## src/design/lbo_pkg.sv

```systemverilog
// shared constants and types for the limit-test binning output block
// assumes a 20 MHz clock and a classic wishbone register bus with 32-bit data
package lbo_pkg;

    ////////////////////////////////////////////////////////////////////////////
    // timing
    localparam int CLK_PERIOD_NS = 50;
    localparam int STEP_US       = 10;
    localparam int LEAD_US       = 10;
    localparam int EXTRA_US      = 20;
    localparam int WIDTH_MAX_S   = 60;
    localparam int STEP_CYC  = (STEP_US * 1000 + CLK_PERIOD_NS - 1) / CLK_PERIOD_NS;
    localparam int LEAD_CYC  = (LEAD_US * 1000 + CLK_PERIOD_NS - 1) / CLK_PERIOD_NS;
    localparam int EXTRA_CYC = (EXTRA_US * 1000 + CLK_PERIOD_NS - 1) / CLK_PERIOD_NS;
    localparam logic [22:0] WIDTH_MAX_STEPS = 23'(WIDTH_MAX_S * (1000000 / STEP_US));

    ////////////////////////////////////////////////////////////////////////////
    // register offsets
    localparam logic [7:0] OFS_CTRL   = 8'h00;
    localparam logic [7:0] OFS_PAT    = 8'h04;
    localparam logic [7:0] OFS_WIDTH  = 8'h08;
    localparam logic [7:0] OFS_LOC    = 8'h0c;
    localparam logic [7:0] OFS_STAT   = 8'h10;
    localparam logic [3:0] BAND_BASE  = 4'h2;
    localparam logic [1:0] BAND_EN    = 2'h0;
    localparam logic [1:0] BAND_LOW   = 2'h1;
    localparam logic [1:0] BAND_HIGH  = 2'h2;
    localparam logic [1:0] BAND_PATS  = 2'h3;

    ////////////////////////////////////////////////////////////////////////////
    // control field positions
    localparam int CB_SIZE4    = 0;
    localparam int CB_SORT     = 1;
    localparam int CB_BIN_END  = 2;
    localparam int CB_COMP_OUT = 3;
    localparam int CB_ACLR     = 4;
    localparam int CB_L4       = 5;
    localparam int CB_ARM      = 7;
    localparam int CB_COMP_EN  = 9;
    localparam int CB_CONT_EN  = 10;
    localparam int CB_NEXT     = 11;
    localparam int CB_START    = 12;
    localparam int CB_CLEAR    = 13;

    ////////////////////////////////////////////////////////////////////////////
    // reset values
    localparam logic [31:0] CTRL_RST  = 32'h0000_0000;
    localparam logic [31:0] PAT_RST   = 32'h0000_0000;
    localparam logic [22:0] WIDTH_RST = 23'h00_0001;
    localparam logic [6:0]  LOC_RST   = 7'h01;
    localparam logic [6:0]  LOC_MAX   = 7'h64;

    ////////////////////////////////////////////////////////////////////////////
    // types
    localparam int VALUE_W = 32;

    typedef enum logic [1:0] {
        L4_STROBE_HI, L4_STROBE_LO, L4_BUSY_HI, L4_BUSY_LO
    } lbo_l4_type;

    typedef enum logic [1:0] {
        ARM_LOCAL, ARM_FALL, ARM_RISE, ARM_BOTH
    } lbo_arm_type;

    typedef struct packed {
        logic               valid;
        logic               last;
        logic               in_compliance;
        logic               contact_fail;
        logic [VALUE_W-1:0] value;
    } lbo_meas_type;

    typedef struct packed {
        logic       valid;
        logic       next;
        logic [6:0] loc;
    } lbo_branch_type;

endpackage

```

## src/design/lbo_binning_output.sv

```systemverilog
// limit-test binning: grades or sorts readings and drives the handler output lines
// assumes readings arrive as one-cycle strobes and handler inputs are synchronous
module lbo_binning_output #(
    parameter int NBANDS = 10
) (
    // clock and reset
    input  wire logic                  clk_i,
    input  wire logic                  rst_i,
    // wishbone slave
    input  wire logic [7:0]            wb_adr_i,
    input  wire logic [31:0]           wb_dat_i,
    input  wire logic [3:0]            wb_sel_i,
    input  wire logic                  wb_we_i,
    input  wire logic                  wb_stb_i,
    input  wire logic                  wb_cyc_i,
    output logic      [31:0]           wb_dat_o,
    output logic                       wb_ack_o,
    // handler lines
    input  wire logic                  test_start_input_i,
    output logic      [3:0]            out_lines_o,
    // measurement side
    input  wire lbo_pkg::lbo_meas_type meas_i,
    output logic                       test_run_o,
    output lbo_pkg::lbo_branch_type    branch_o
);

    typedef enum logic [1:0] {ST_IDLE, ST_TEST, ST_SHOW} lbo_state_type;

    ////////////////////////////////////////////////////////////////////////////
    // registers
    logic                 ack_r;
    logic [31:0]          dat_r;
    logic                 size4_r, sort_r, bin_end_r, comp_out_r, aclr_r;
    lbo_pkg::lbo_l4_type  l4_r;
    lbo_pkg::lbo_arm_type arm_r;
    logic                 comp_en_r, cont_en_r, next_r;
    logic [3:0]           pass_pat_r, clr_pat_r, comp_pat_r, cont_pat_r, sfail_pat_r;
    logic [22:0]          width_r;
    logic [6:0]           loc_r;
    logic                 band_en_r  [NBANDS];
    logic [31:0]          band_lo_r  [NBANDS];
    logic [31:0]          band_hi_r  [NBANDS];
    logic [7:0]           band_pat_r [NBANDS];
    lbo_state_type        state_r, state_nxt;
    logic                 sot_q_r;
    logic                 fail_seen_r;
    logic [3:0]           res_pat_r, res_pat_nxt;
    logic [31:0]          cnt_r;
    logic [3:0]           out_r, out_nxt;
    logic                 run_r;
    lbo_pkg::lbo_branch_type branch_r, branch_nxt;

    function automatic logic [31:0] merge(input logic [31:0] old_v, input logic [31:0] new_v,
                                          input logic [3:0] sel);
        logic [31:0] res;
        res = old_v;
        for (int i = 0; i < 4; i++) begin
            if (sel[i]) begin
                res[i*8 +: 8] = new_v[i*8 +: 8];
            end
        end
        return res;
    endfunction

    ////////////////////////////////////////////////////////////////////////////
    // bus decode
    wire        req_w      = wb_cyc_i && wb_stb_i && !ack_r;
    wire        wr_w       = req_w && wb_we_i;
    wire        hit_ctrl_w = wb_adr_i == lbo_pkg::OFS_CTRL;
    wire        hit_pat_w  = wb_adr_i == lbo_pkg::OFS_PAT;
    wire        hit_wid_w  = wb_adr_i == lbo_pkg::OFS_WIDTH;
    wire        hit_loc_w  = wb_adr_i == lbo_pkg::OFS_LOC;
    wire        hit_stat_w = wb_adr_i == lbo_pkg::OFS_STAT;
    wire [3:0]  bidx_w     = wb_adr_i[7:4] - lbo_pkg::BAND_BASE;
    wire        band_hit_w = (wb_adr_i[7:4] >= lbo_pkg::BAND_BASE)
                             && ({1'b0, bidx_w} < 5'(NBANDS));
    wire [1:0]  bword_w    = wb_adr_i[3:2];
    wire        aligned_w  = wb_adr_i[1:0] == 2'h0;

    wire [31:0] ctrl_rd_w = {18'h0, 2'h0, next_r, cont_en_r, comp_en_r, arm_r, l4_r,
                             aclr_r, comp_out_r, bin_end_r, sort_r, size4_r};
    wire [31:0] pat_rd_w  = {12'h0, sfail_pat_r, cont_pat_r, comp_pat_r, clr_pat_r, pass_pat_r};
    wire [31:0] ctrl_wr_w = merge(ctrl_rd_w, wb_dat_i, wb_sel_i);
    wire [31:0] pat_wr_w  = merge(pat_rd_w, wb_dat_i, wb_sel_i);
    wire [31:0] wid_wr_w  = merge({9'h0, width_r}, wb_dat_i, wb_sel_i);
    wire [31:0] loc_wr_w  = merge({25'h0, loc_r}, wb_dat_i, wb_sel_i);
    wire        ctrl_wr   = wr_w && hit_ctrl_w;
    wire        start_cmd_w = ctrl_wr && ctrl_wr_w[lbo_pkg::CB_START];
    wire        clear_cmd_w = ctrl_wr && ctrl_wr_w[lbo_pkg::CB_CLEAR];

    // width limited to the 60 s span, location to 1..100
    wire [22:0] wid_new_w = (wid_wr_w[31:23] != 9'h0 || wid_wr_w[22:0] > lbo_pkg::WIDTH_MAX_STEPS)
                            ? lbo_pkg::WIDTH_MAX_STEPS : wid_wr_w[22:0];
    wire [6:0]  loc_new_w = (loc_wr_w[31:7] != 25'h0 || loc_wr_w[6:0] > lbo_pkg::LOC_MAX)
                            ? lbo_pkg::LOC_MAX
                            : (loc_wr_w[6:0] == 7'h00 ? 7'h01 : loc_wr_w[6:0]);

    wire [31:0] band_rd_w = !band_hit_w ? 32'h0 :
                            bword_w == lbo_pkg::BAND_EN   ? {31'h0, band_en_r[bidx_w]} :
                            bword_w == lbo_pkg::BAND_LOW  ? band_lo_r[bidx_w] :
                            bword_w == lbo_pkg::BAND_HIGH ? band_hi_r[bidx_w] :
                                                            {24'h0, band_pat_r[bidx_w]};
    wire [31:0] stat_rd_w = {20'h0, out_r, res_pat_r, fail_seen_r, run_r, state_r};
    wire [31:0] rd_w      = !aligned_w ? 32'h0 :
                            hit_ctrl_w ? ctrl_rd_w :
                            hit_pat_w  ? pat_rd_w :
                            hit_wid_w  ? {9'h0, width_r} :
                            hit_loc_w  ? {25'h0, loc_r} :
                            hit_stat_w ? stat_rd_w : band_rd_w;

    always_ff @(posedge clk_i) begin
        if (rst_i) begin
            ack_r <= 1'b0;
            dat_r <= 32'h0;
        end else begin
            ack_r <= req_w;
            dat_r <= req_w ? rd_w : 32'h0;
        end
    end

    ////////////////////////////////////////////////////////////////////////////
    // configuration registers
    always_ff @(posedge clk_i) begin
        if (rst_i) begin
            size4_r     <= lbo_pkg::CTRL_RST[lbo_pkg::CB_SIZE4];
            sort_r      <= lbo_pkg::CTRL_RST[lbo_pkg::CB_SORT];
            bin_end_r   <= lbo_pkg::CTRL_RST[lbo_pkg::CB_BIN_END];
            comp_out_r  <= lbo_pkg::CTRL_RST[lbo_pkg::CB_COMP_OUT];
            aclr_r      <= lbo_pkg::CTRL_RST[lbo_pkg::CB_ACLR];
            l4_r        <= lbo_pkg::L4_STROBE_HI;
            arm_r       <= lbo_pkg::ARM_LOCAL;
            comp_en_r   <= lbo_pkg::CTRL_RST[lbo_pkg::CB_COMP_EN];
            cont_en_r   <= lbo_pkg::CTRL_RST[lbo_pkg::CB_CONT_EN];
            next_r      <= lbo_pkg::CTRL_RST[lbo_pkg::CB_NEXT];
            {sfail_pat_r, cont_pat_r, comp_pat_r, clr_pat_r, pass_pat_r} <= lbo_pkg::PAT_RST[19:0];
            width_r     <= lbo_pkg::WIDTH_RST;
            loc_r       <= lbo_pkg::LOC_RST;
        end else begin
            if (ctrl_wr && aligned_w) begin
                size4_r    <= ctrl_wr_w[lbo_pkg::CB_SIZE4];
                sort_r     <= ctrl_wr_w[lbo_pkg::CB_SORT];
                bin_end_r  <= ctrl_wr_w[lbo_pkg::CB_BIN_END];
                comp_out_r <= ctrl_wr_w[lbo_pkg::CB_COMP_OUT];
                aclr_r     <= ctrl_wr_w[lbo_pkg::CB_ACLR];
                l4_r       <= lbo_pkg::lbo_l4_type'(ctrl_wr_w[lbo_pkg::CB_L4 +: 2]);
                arm_r      <= lbo_pkg::lbo_arm_type'(ctrl_wr_w[lbo_pkg::CB_ARM +: 2]);
                comp_en_r  <= ctrl_wr_w[lbo_pkg::CB_COMP_EN];
                cont_en_r  <= ctrl_wr_w[lbo_pkg::CB_CONT_EN];
                next_r     <= ctrl_wr_w[lbo_pkg::CB_NEXT];
            end
            if (wr_w && hit_pat_w) begin
                {sfail_pat_r, cont_pat_r, comp_pat_r, clr_pat_r, pass_pat_r} <= pat_wr_w[19:0];
            end
            if (wr_w && hit_wid_w) begin
                width_r <= wid_new_w;
            end
            if (wr_w && hit_loc_w) begin
                loc_r <= loc_new_w;
            end
        end
    end

    ////////////////////////////////////////////////////////////////////////////
    // software bands: storage and per-band comparison
    logic [NBANDS-1:0] hi_fail_w, lo_fail_w, in_band_w, band_on_w;
    wire signed [lbo_pkg::VALUE_W-1:0] val_w = $signed(meas_i.value);

    for (genvar b = 0; b < NBANDS; b++) begin : g_band
        wire wr_b = wr_w && band_hit_w && aligned_w && bidx_w == 4'(b);
        always_ff @(posedge clk_i) begin
            if (rst_i) begin
                band_en_r[b]  <= 1'b0;
                band_lo_r[b]  <= 32'h0;
                band_hi_r[b]  <= 32'h0;
                band_pat_r[b] <= 8'h00;
            end else if (wr_b) begin
                if (bword_w == lbo_pkg::BAND_EN && wb_sel_i[0]) begin
                    band_en_r[b] <= wb_dat_i[0];
                end
                if (bword_w == lbo_pkg::BAND_LOW) begin
                    band_lo_r[b] <= merge(band_lo_r[b], wb_dat_i, wb_sel_i);
                end
                if (bword_w == lbo_pkg::BAND_HIGH) begin
                    band_hi_r[b] <= merge(band_hi_r[b], wb_dat_i, wb_sel_i);
                end
                if (bword_w == lbo_pkg::BAND_PATS && wb_sel_i[0]) begin
                    band_pat_r[b] <= wb_dat_i[7:0];
                end
            end
        end
        assign band_on_w[b] = band_en_r[b];
        assign hi_fail_w[b] = band_en_r[b] && (val_w > $signed(band_hi_r[b]));
        assign lo_fail_w[b] = band_en_r[b] && (val_w < $signed(band_lo_r[b]));
        assign in_band_w[b] = band_en_r[b] && !hi_fail_w[b] && !lo_fail_w[b];
    end

    ////////////////////////////////////////////////////////////////////////////
    // evaluation of one reading
    logic       g_hit, s_hit;
    logic [3:0] g_pat, s_pat;

    always_comb begin
        g_hit = 1'b0;
        g_pat = 4'h0;
        s_hit = 1'b0;
        s_pat = 4'h0;
        for (int b = NBANDS - 1; b >= 0; b--) begin
            if (hi_fail_w[b]) begin
                g_hit = 1'b1;
                g_pat = band_pat_r[b][7:4];
            end else if (lo_fail_w[b]) begin
                g_hit = 1'b1;
                g_pat = band_pat_r[b][3:0];
            end
            if (in_band_w[b]) begin
                s_hit = 1'b1;
                s_pat = band_pat_r[b][3:0];
            end
        end
    end

    wire comp_f_w  = comp_en_r && (comp_out_r ? !meas_i.in_compliance
                                              : meas_i.in_compliance);
    wire cont_f_w  = cont_en_r && meas_i.contact_fail;
    wire any_en_w  = |band_on_w;
    wire grade_f_w = cont_f_w || comp_f_w || g_hit;
    wire [3:0] grade_pat_w = cont_f_w ? cont_pat_r :
                             comp_f_w ? comp_pat_r :
                             g_hit    ? g_pat : pass_pat_r;
    wire sort_f_w  = cont_f_w || comp_f_w || (any_en_w && !s_hit);
    wire [3:0] sort_pat_w  = cont_f_w  ? cont_pat_r :
                             comp_f_w  ? comp_pat_r :
                             !any_en_w ? pass_pat_r :
                             s_hit     ? s_pat : sfail_pat_r;
    wire       pt_fail_w = sort_r ? sort_f_w : grade_f_w;
    wire [3:0] pt_pat_w  = sort_r ? sort_pat_w : grade_pat_w;

    ////////////////////////////////////////////////////////////////////////////
    // start arming
    wire busy_mode_w = (l4_r == lbo_pkg::L4_BUSY_HI) || (l4_r == lbo_pkg::L4_BUSY_LO);
    wire size3_w     = !size4_r || busy_mode_w;
    wire sot_fall_w  = sot_q_r && !test_start_input_i;
    wire sot_rise_w  = !sot_q_r && test_start_input_i;
    logic start_w;

    always_comb begin
        case (arm_r)
            lbo_pkg::ARM_LOCAL: start_w = busy_mode_w ? sot_fall_w : start_cmd_w;
            lbo_pkg::ARM_FALL:  start_w = sot_fall_w;
            lbo_pkg::ARM_RISE:  start_w = sot_rise_w;
            lbo_pkg::ARM_BOTH:  start_w = sot_fall_w || sot_rise_w;
            default:            start_w = 1'b0;
        endcase
    end

    ////////////////////////////////////////////////////////////////////////////
    // test sequence
    wire [31:0] wcyc_w  = 32'(width_r) * 32'(lbo_pkg::STEP_CYC);
    wire [31:0] end_w   = wcyc_w + 32'(lbo_pkg::EXTRA_CYC);
    wire        stop_w  = meas_i.valid && (meas_i.last
                          || (pt_fail_w && !bin_end_r && !sort_r));
    wire        strobe_w = (state_r == ST_SHOW) && aclr_r
                          && cnt_r >= 32'(lbo_pkg::LEAD_CYC)
                          && cnt_r < 32'(lbo_pkg::LEAD_CYC) + wcyc_w;

    always_comb begin
        state_nxt   = state_r;
        res_pat_nxt = res_pat_r;
        branch_nxt  = '0;
        case (state_r)
            ST_IDLE: begin
                if (start_w) begin
                    state_nxt = ST_TEST;
                end
            end
            ST_TEST: begin
                if (meas_i.valid) begin
                    if (!fail_seen_r) begin
                        res_pat_nxt = pt_pat_w;
                    end
                    if (!pt_fail_w) begin
                        branch_nxt.valid = 1'b1;
                        branch_nxt.next  = next_r;
                        branch_nxt.loc   = loc_r;
                    end
                end
                if (stop_w) begin
                    state_nxt = ST_SHOW;
                end
            end
            ST_SHOW: begin
                if (aclr_r && cnt_r >= end_w) begin
                    state_nxt = ST_IDLE;
                end
            end
            default: state_nxt = ST_IDLE;
        endcase
        if (clear_cmd_w) begin
            state_nxt = ST_IDLE;
        end
    end

    ////////////////////////////////////////////////////////////////////////////
    // output lines
    always_comb begin
        out_nxt[2:0] = (state_nxt == ST_SHOW) ? res_pat_nxt[2:0] : clr_pat_r[2:0];
        if (!size3_w) begin
            out_nxt[3] = (state_nxt == ST_SHOW) ? res_pat_nxt[3] : clr_pat_r[3];
        end else begin
            case (l4_r)
                lbo_pkg::L4_STROBE_HI: out_nxt[3] = strobe_w;
                lbo_pkg::L4_STROBE_LO: out_nxt[3] = !strobe_w;
                lbo_pkg::L4_BUSY_HI:   out_nxt[3] = state_nxt == ST_TEST;
                lbo_pkg::L4_BUSY_LO:   out_nxt[3] = state_nxt != ST_TEST;
                default:               out_nxt[3] = 1'b0;
            endcase
        end
    end

    always_ff @(posedge clk_i) begin
        if (rst_i) begin
            state_r     <= ST_IDLE;
            sot_q_r     <= 1'b1;
            fail_seen_r <= 1'b0;
            res_pat_r   <= 4'h0;
            cnt_r       <= 32'h0;
            out_r       <= 4'h0;
            run_r       <= 1'b0;
            branch_r    <= '0;
        end else begin
            state_r     <= state_nxt;
            sot_q_r     <= test_start_input_i;
            res_pat_r   <= res_pat_nxt;
            out_r       <= out_nxt;
            run_r       <= state_nxt == ST_TEST;
            branch_r    <= branch_nxt;
            cnt_r       <= (state_r == ST_SHOW && state_nxt == ST_SHOW) ? cnt_r + 32'h1 : 32'h0;
            if (state_r == ST_IDLE) begin
                fail_seen_r <= 1'b0;
            end else if (state_r == ST_TEST && meas_i.valid && pt_fail_w) begin
                fail_seen_r <= 1'b1;
            end
        end
    end

    assign wb_ack_o    = ack_r;
    assign wb_dat_o    = dat_r;
    assign out_lines_o = out_r;
    assign test_run_o  = run_r;
    assign branch_o    = branch_r;

endmodule

```

## config.mk

```make
export PLATFORM = sky130hd
export DESIGN_NAME = lbo_binning_output
export DESIGN_NICKNAME = d
export VERILOG_FILES = /design/src/design/lbo_pkg.sv /design/src/design/lbo_binning_output.sv
export SDC_FILE = /design/constraint.sdc
export NUM_CORES = 2
export LEC_CHECK = 0
export BUFFER_PORTS_ARGS = -buffer_cell sky130_fd_sc_hd__buf_4
export CORE_MARGIN = 2
export CORE_UTILIZATION = 23
export CTS_CLUSTER_DIAMETER = 40
export DETAILED_ROUTE_END_ITERATION = 12
export GPL_ROUTABILITY_DRIVEN = 0
export PLACE_DENSITY = 0.35
export SLEW_MARGIN = 20
export SYNTH_ARGS = -nofsm -noshare
export SYNTH_HDL_FRONTEND = slang
export SYNTH_SLANG_ARGS = --single-unit
```

## constraint.sdc

```tcl
create_clock -name clk_i -period 6.8 [get_ports clk_i]
set_input_delay 0.34 -clock clk_i [delete_from_list [all_inputs] [get_ports clk_i]]
set_output_delay 0.34 -clock clk_i [all_outputs]
set_load 0.01 [all_outputs]
```

## Word-level counts from Yosys, hierarchy flattened

Memory sizes are Yosys's and may differ from the RTL's.
Cells that the tools add are included.

- Shift operators: 0
- Muxes and demuxes: 591
- Reduce and logical (&&, ||, !) cells: 142
- Add/sub/neg operators: 4
- $mul: 1
- Order comparisons: 27
- Div/mod/pow operators: 0
- Bitwise logic cells: 46
- Equal/unequal tests: 27

Operator list:

| kind | count |
|---|---|
| $mux W8 | 337 |
| $mux W32 | 22 |
| $lt A32 B32 Y1 | 11 |
| $gt A32 B32 Y1 | 10 |
| $mux W1 | 171 |
| $mux W4 | 41 |
| $mux W23 | 6 |
| $logic_and A1 B1 Y1 | 80 |
| $or A1 B1 Y1 | 40 |
| $add A31 B9 Y32 const B | 1 |
| $add A32 B1 Y32 const B | 1 |
| $add A8 B31 Y32 const A | 1 |
| $ge A32 B32 Y1 | 1 |
| $ge A32 B8 Y1 const B | 1 |
| $logic_not A1 Y1 | 29 |
| $mul A23 B5 Y28 const B | 1 |
| $reduce_bool A25 Y1 | 1 |
| $gt A23 B23 Y1 const B | 1 |
| $mux W20 | 1 |
| $reduce_or A10 Y1 | 2 |
| $eq A2 B2 Y1 const B | 8 |
| $eq A4 B3 Y1 const B | 4 |
| $eq A8 B4 Y1 const B | 2 |
| $mux W7 | 2 |
| other kinds (30) | 64 |

- Memories kept: 4
- Bits in read-only memories: 0
- RAM bits: 730
- Word-level logic and storage cells: 875
- Latch bits: 0
- Register bits: 149

Memory list:

| name | words | bits a word | read ports | clocked after Yosys merged registers in | wr ports | line | RTL |
|---|---|---|---|---|---|---|---|
| band_hi_r | 10 | 32 | 11 | 0 | 10 | lbo_binning_output.sv:42 | `logic [31:0] band_hi_r [NBANDS];` |
| band_lo_r | 10 | 32 | 11 | 0 | 10 | lbo_binning_output.sv:41 | `logic [31:0] band_lo_r [NBANDS];` |
| band_pat_r | 10 | 8 | 11 | 0 | 10 | lbo_binning_output.sv:43 | `logic [7:0] band_pat_r [NBANDS];` |
| band_en_r | 10 | 1 | 11 | 0 | 10 | lbo_binning_output.sv:40 | `logic band_en_r [NBANDS];` |

## Longest topological paths before layout

An unclocked memory read counts as a cell.

- Word-level depth: 36
- Depth in mapped cells: 31

## Worst setup path before layout

No wires, ideal clock.

- Path type: register to register
- Start point: register width_r[2]
- End point: register out_r[3] (netlist: out_lines_o[3])
- Arrival time: 6091 ps
- Buffers on the path: 0
- Clock period less this slack: 6186 ps
- Required time: 6705 ps
- Setup slack: 614 ps
- Cell stages (with the launch flop): 31
- Path through: dfxtp_1 -> ha_1 -> ha_1 -> inv_1 -> fa_1 -> inv_1 -> ha_1 -> nor2b_1 -> o21ai_0 -> a21oi_1 -> o21ai_0 -> nand2b_1 -> a21o_1 -> a21oi_1 -> xnor2_1 -> nor3b_1 -> nor2b_1 -> nand3_1 -> nor4_1 -> xnor2_1 -> ha_1 -> a21o_1 -> a21o_1 -> a21oi_1 -> nand2_1 -> o31ai_1 -> a32oi_1 -> o21ai_0 -> nor2_1 -> a41o_1 -> o311ai_1

- Cells in the longest elaborated chain, start to end: 10

Ends and longest elaborated chain:

| item | line | RTL |
|---|---|---|
| start, declared | lbo_binning_output.sv:38 | `logic [22:0] width_r;` |
| start signal, assigned | lbo_binning_output.sv:136 | `width_r <= lbo_pkg::WIDTH_RST;` |
| start signal, assigned | lbo_binning_output.sv:155 | `width_r <= wid_new_w;` |
| $mul A23 B5 Y28 * | lbo_binning_output.sv:258 | `wire [31:0] wcyc_w = 32'(width_r) * 32'(lbo_pkg::STEP_CYC);` |
| $add A31 B9 Y32 | lbo_binning_output.sv:259 | `wire [31:0] end_w = wcyc_w + 32'(lbo_pkg::EXTRA_CYC);` |
| $ge A32 B32 Y1 | lbo_binning_output.sv:292 | `if (aclr_r && cnt_r >= end_w) begin` |
| $logic_and A1 B1 Y1 | lbo_binning_output.sv:292 |  |
| $mux W2 | lbo_binning_output.sv:292 |  |
| $pmux W2 S3 | lbo_binning_output.sv:270 | `case (state_r)` |
| $mux W2 | lbo_binning_output.sv:298 | `if (clear_cmd_w) begin` |
| $ne A2 B1 Y1 (tied with other cells) | lbo_binning_output.sv:314 | `lbo_pkg::L4_BUSY_LO: out_nxt[3] = state_nxt != ST_TEST;` |
| $pmux W1 S4 or $mux W1 (tied branches) | lbo_binning_output.sv:310, lbo_binning_output.sv:308 |  |
| $mux W1 * | lbo_binning_output.sv:307 | `if (!size3_w) begin` |
| end signal, assigned | lbo_binning_output.sv:334 | `out_r <= out_nxt;` |
| end, declared | lbo_binning_output.sv:49 | `logic [3:0] out_r, out_nxt;` |

Every way passes the cells marked *; elsewhere a longest branch is shown, timed or not.
A chain may end at the register's enable or synchronous reset.

## Worst setup path in the final report

- Start point: register width_r[8]
- End point: register cnt_r[17]

- Cells in the longest elaborated chain, start to end: 11

Ends and longest elaborated chain:

| item | line | RTL |
|---|---|---|
| $mul A23 B5 Y28 | lbo_binning_output.sv:258 |  |
| $add A31 B9 Y32 | lbo_binning_output.sv:259 |  |
| $ge A32 B32 Y1 | lbo_binning_output.sv:292 |  |
| $logic_and A1 B1 Y1 | lbo_binning_output.sv:292 |  |
| $mux W2 | lbo_binning_output.sv:292 |  |
| $pmux W2 S3 | lbo_binning_output.sv:270 |  |
| $mux W2 | lbo_binning_output.sv:298 |  |
| $eq A2 B2 Y1 | lbo_binning_output.sv:337 | `cnt_r <= (state_r == ST_SHOW && state_nxt == ST_SHOW) ? cnt_r + 32'h1 : 32'h0;` |
| $logic_and A1 B1 Y1 | lbo_binning_output.sv:337 |  |
| $not A1 Y1 (no line) | -- |  |
| $reduce_or A2 Y1 (no line) | -- |  |
| end signal, assigned | lbo_binning_output.sv:337 |  |
| end, declared | lbo_binning_output.sv:48 | `logic [31:0] cnt_r;` |

Every way passes these cells.

==> metrics.md <==
| Metric | Value |
|---|---|
| Final Hold Vio Count | `0` |
| Die span in y | `527.6 um` |
| Min-Delay Endpoint | `band_lo_r[8][24]$_SDFFCE_PN0P_` |
| Kind of critical path | `reg -> reg` |
| Reg2reg end | `cnt_r[17]$_SDFF_PP0_` |
| Core ar. | `0.2731 mm^2` |
| CP startpoint kind | `flip-flop` |
| Starting Density | `23.08%` |
| TritonCTS buffer count | `231` |
| Reg2Reg Depth | `32` |
| Setup crit end kind | `flip-flop` |
| WL per Instance | `26.34 um` |
| Most Used Layer, Global Route | `met2` |
| Row cnt | `192` |
| RSZ-0062 raised after global routing | `yes` |
| Layout cells sized above 1 | `15.37%` |
| Max Slew Vio Count | `0` |
| Max clock buf depth | `4` |
| Htree depth | `4` |
| WL final | `274.8 mm` |
| Slew @ Worst Pin | `1192 ps` |
| Hpwl dp | `214.6 mm` |
| Top-area cell type share of the netlist area | `34.77%` |
| CP peak stage delay | `490 ps` |
| Overall Power | `19.73 mW` |
| Synth-to-Final Area Change | `23.72%` |
| PortBufs | `132` |
| Reg-to-Reg Start | `width_r[8]$_SDFFE_PP0P_` |
| EDFF count, synth | `730` |
| Final #Nets | `7509` |
| Via density | `4.862` |
| Most frequent cells in the layout | `792 x inv_1, 756 x ha_1, 730 x edfxtp_1, 618 x and2_1, 357 x nor2_1` |
| Post-synth cell types | `101` |
| GR Util met1 | `27.20%` |
| Critical-path maximum fanout | `7` |
| Synth Register Bits | `879` |
| Clk_skew | `87.74 ps` |
| Synth area leader | `edfxtp_1` |
| Global-route wire length before repair | `388.2 mm` |
| Total GRT Usage | `19.37%` |
| Routed Antenna Nets | `0` |
| Post-synthesis sequential area ratio | `39.50%` |
| Peak VDD IR | `0.2360 mV` |
| 1st-pass router iterations | `6` |
| Slowest CP cell | `fa_1` |
| Critical Path AT | `7240 ps` |
| Initial antenna violation count | `15` |
| Top cells by area, synth | `edfxtp_1 35%, ha_1 15%, and2_1 6.1%` |
| Clock Tree Root | `clkbuf_16` |
| Mean area per synthesized cell | `9.979 um^2` |
| Final Util | `28.56%` |
| I/O pin count | `133` |
| Top_reg_cell synth | `edfxtp_1` |
| Type of the worst min-delay path | `in -> reg` |
| Synth Net Count | `7190` |
| GR Overflow Total | `0` |
| Hold slack | `51.45 ps` |
| Pin count of the biggest net entering global routing | `91` |
| Hold_sp | `wb_dat_i[24]` |
| Worst rel slew slack | `20.39%` |
| Status | `finished, final reports clean` |
| Met3 Use GR | `2.528%` |
| Num Clock Sinks | `879` |
| Fillcell total | `28349` |
| DRT iter0 DRCs | `3536` |
| Lkg Pwr | `32.46 nW` |
| Setup Viol. Count Final | `0` |
| Hold path cells | `2` |
| TritonCTS clock tree | `built` |
| Peak Freq | `155.1 MHz` |
| Synth Cell Area | `0.06305 mm^2` |
| Die W | `527.6 um` |
| Syn Inst Count | `6318` |
| Share of flip-flops with an asynchronous set or reset | `0%` |
| Period utilization | `94.84%` |
| Ys Warns | `0` |
| Req. time, crit path | `7590 ps` |
| Commonest non-fill, non-tap cell in the layout | `inv_1` |
| Die area | `0.2783 mm^2` |
| Clock-pin slew on the worst setup and hold paths | `50 ps` |
| P per Cell Area | `253.0 mW/mm^2` |
| Routing usage on met2 | `31.10%` |
| Max Cap Viol | `0` |
| Vias | `50719` |
| Fin crit period | `6449 ps` |
| Worst skew pair latency | `870 ps` |
| Register-to-register setup slack | `350 ps` |
| Most used cell, CP | `a21o_1` |
| Vias in the first global route | `51506` |
| Residual DRC | `0` |
through the flow:
stage | cell area (um^2) | TNS [ps] | setup slack [ps] | instances
6_report | 78000 | 0 | 351.1 | 10431
5_1_grt | 77970 | -87.35 | -11.84 | 10417
4_1_cts | 77490 | 0 | 5.191 | 10403
3_5_place_dp | 69080 | -9293 | -293.2 | 9940
3_3_place_gp | 69080 | -7850 | -251.7 | 9940
2_1_floorplan | 63050 | 0 | 614.0 | 6318
metal layers:
| layer | wire length (um) | vias to the layer above |
|---|---|---|
| met2 | 124600 | 1222 |
| met5 | 0 | - |
| met1 | 131200 | 25616 |
| met3 | 12220 | 320 |
| met4 | 6816 | 0 |
| li1 | - | 23561 |
cells by family after synthesis:
family	Yosys count	share of synthesized area (%)
compound gates	1163	12.40
xor+xnor	104	1.445
fa+ha+maj	786	15.81
buf+inv	1103	6.614
flops	879	39.50
mux	271	7.404
simple gates	2012	16.82
worst max-delay path, delay by kind of cell (launching register included):
family / cells / cell delay [ps]
simple gates: 9 / 1460
buf+inv: 6 / 830
xor+xnor: 2 / 210
compound gates: 10 / 1810
fa+ha+maj: 5 / 1660
flops: 1 / 340
final cells by class:
cell class / instances / area (um^2) / area share [%]
Tap cell: 3589 / 4491 / 5.757
Timing Repair Buffer: 391 / 3143 / 4.029
Clock buffer: 264 / 6105 / 7.826
Antenna cell: 16 / 40.04 / 0.05133
Multi-Input combinational cell: 4336 / 34540 / 44.28
Clock inverter: 158 / 1777 / 2.278
Sequential cell: 879 / 24920 / 31.94
Inverter: 798 / 2995 / 3.840
how the worst max path moves through the flow:
stage	startpoint	to	slack, ps	cells past startpoint
after floorplan	width_r[2]$_SDFFE_PP0P_	out_lines_o[3]$_SDFF_PP0_	610	30
after global placement	width_r[6]$_SDFFE_PP0P_	cnt_r[26]$_SDFF_PP0_	-250	32
after detailed placement	width_r[3]$_SDFFE_PP0P_	cnt_r[26]$_SDFF_PP0_	-290	31
after CTS	width_r[3]$_SDFFE_PP0P_	cnt_r[13]$_SDFF_PP0_	5	35
after global routing	width_r[12]$_SDFFE_PP0P_	cnt_r[3]$_SDFF_PP0_	-10	33
final	width_r[8]$_SDFFE_PP0P_	cnt_r[17]$_SDFF_PP0_	350	32
cells in the mapped netlist (16+ instances only):
master / instances
a2111oi_0: 17
a211oi_1: 65
a21o_1: 152
a21oi_1: 279
a221oi_1: 33
a22oi_1: 43
a31oi_1: 24
and2_1: 618
and3_1: 44
and4_1: 17
buf_1: 18
buf_2: 24
clkbuf_1: 263
dfxtp_1: 149
edfxtp_1: 730
fa_1: 18
ha_1: 768
inv_1: 797
mux2i_1: 106
mux4_2: 155
nand2_1: 310
nand2b_1: 30
nand3_1: 124
nand4_1: 125
nor2_1: 398
nor2b_1: 31
nor3_1: 196
nor4_1: 43
o211a_1: 16
o211ai_1: 62
o21a_1: 45
o21ai_0: 189
o21bai_1: 27
o22ai_1: 28
o31ai_1: 26
xnor2_1: 57
xor2_1: 47
power by group:
part	switching [mW]	internal [mW]	total [mW]
Combinational	1.61	0.774	2.39
Clock	3.63	7.58	11.2
Sequential	0.134	6.01	6.14
flip-flops by register name, indices dropped and copies added (netlist names), 7 cells and up:
name	cells
loc_r	7
band_en_r	10
band_lo_r	320
band_hi_r	320
wb_dat_o	32
cnt_r	32
branch_o	9
width_r	23
band_pat_r	80
what timing repair did:
action                                 in CTS  in global routing
setup endpoints to repair                  37                 36
buffers inserted                            2                 11
hold buffers                               37                  0
gates resized for setup                    17                 86
cloned                                      2                  1
pin swaps                                   5                 46
endpoints found under the hold margin     104                  0
Power figures use the tool's default switching activity.
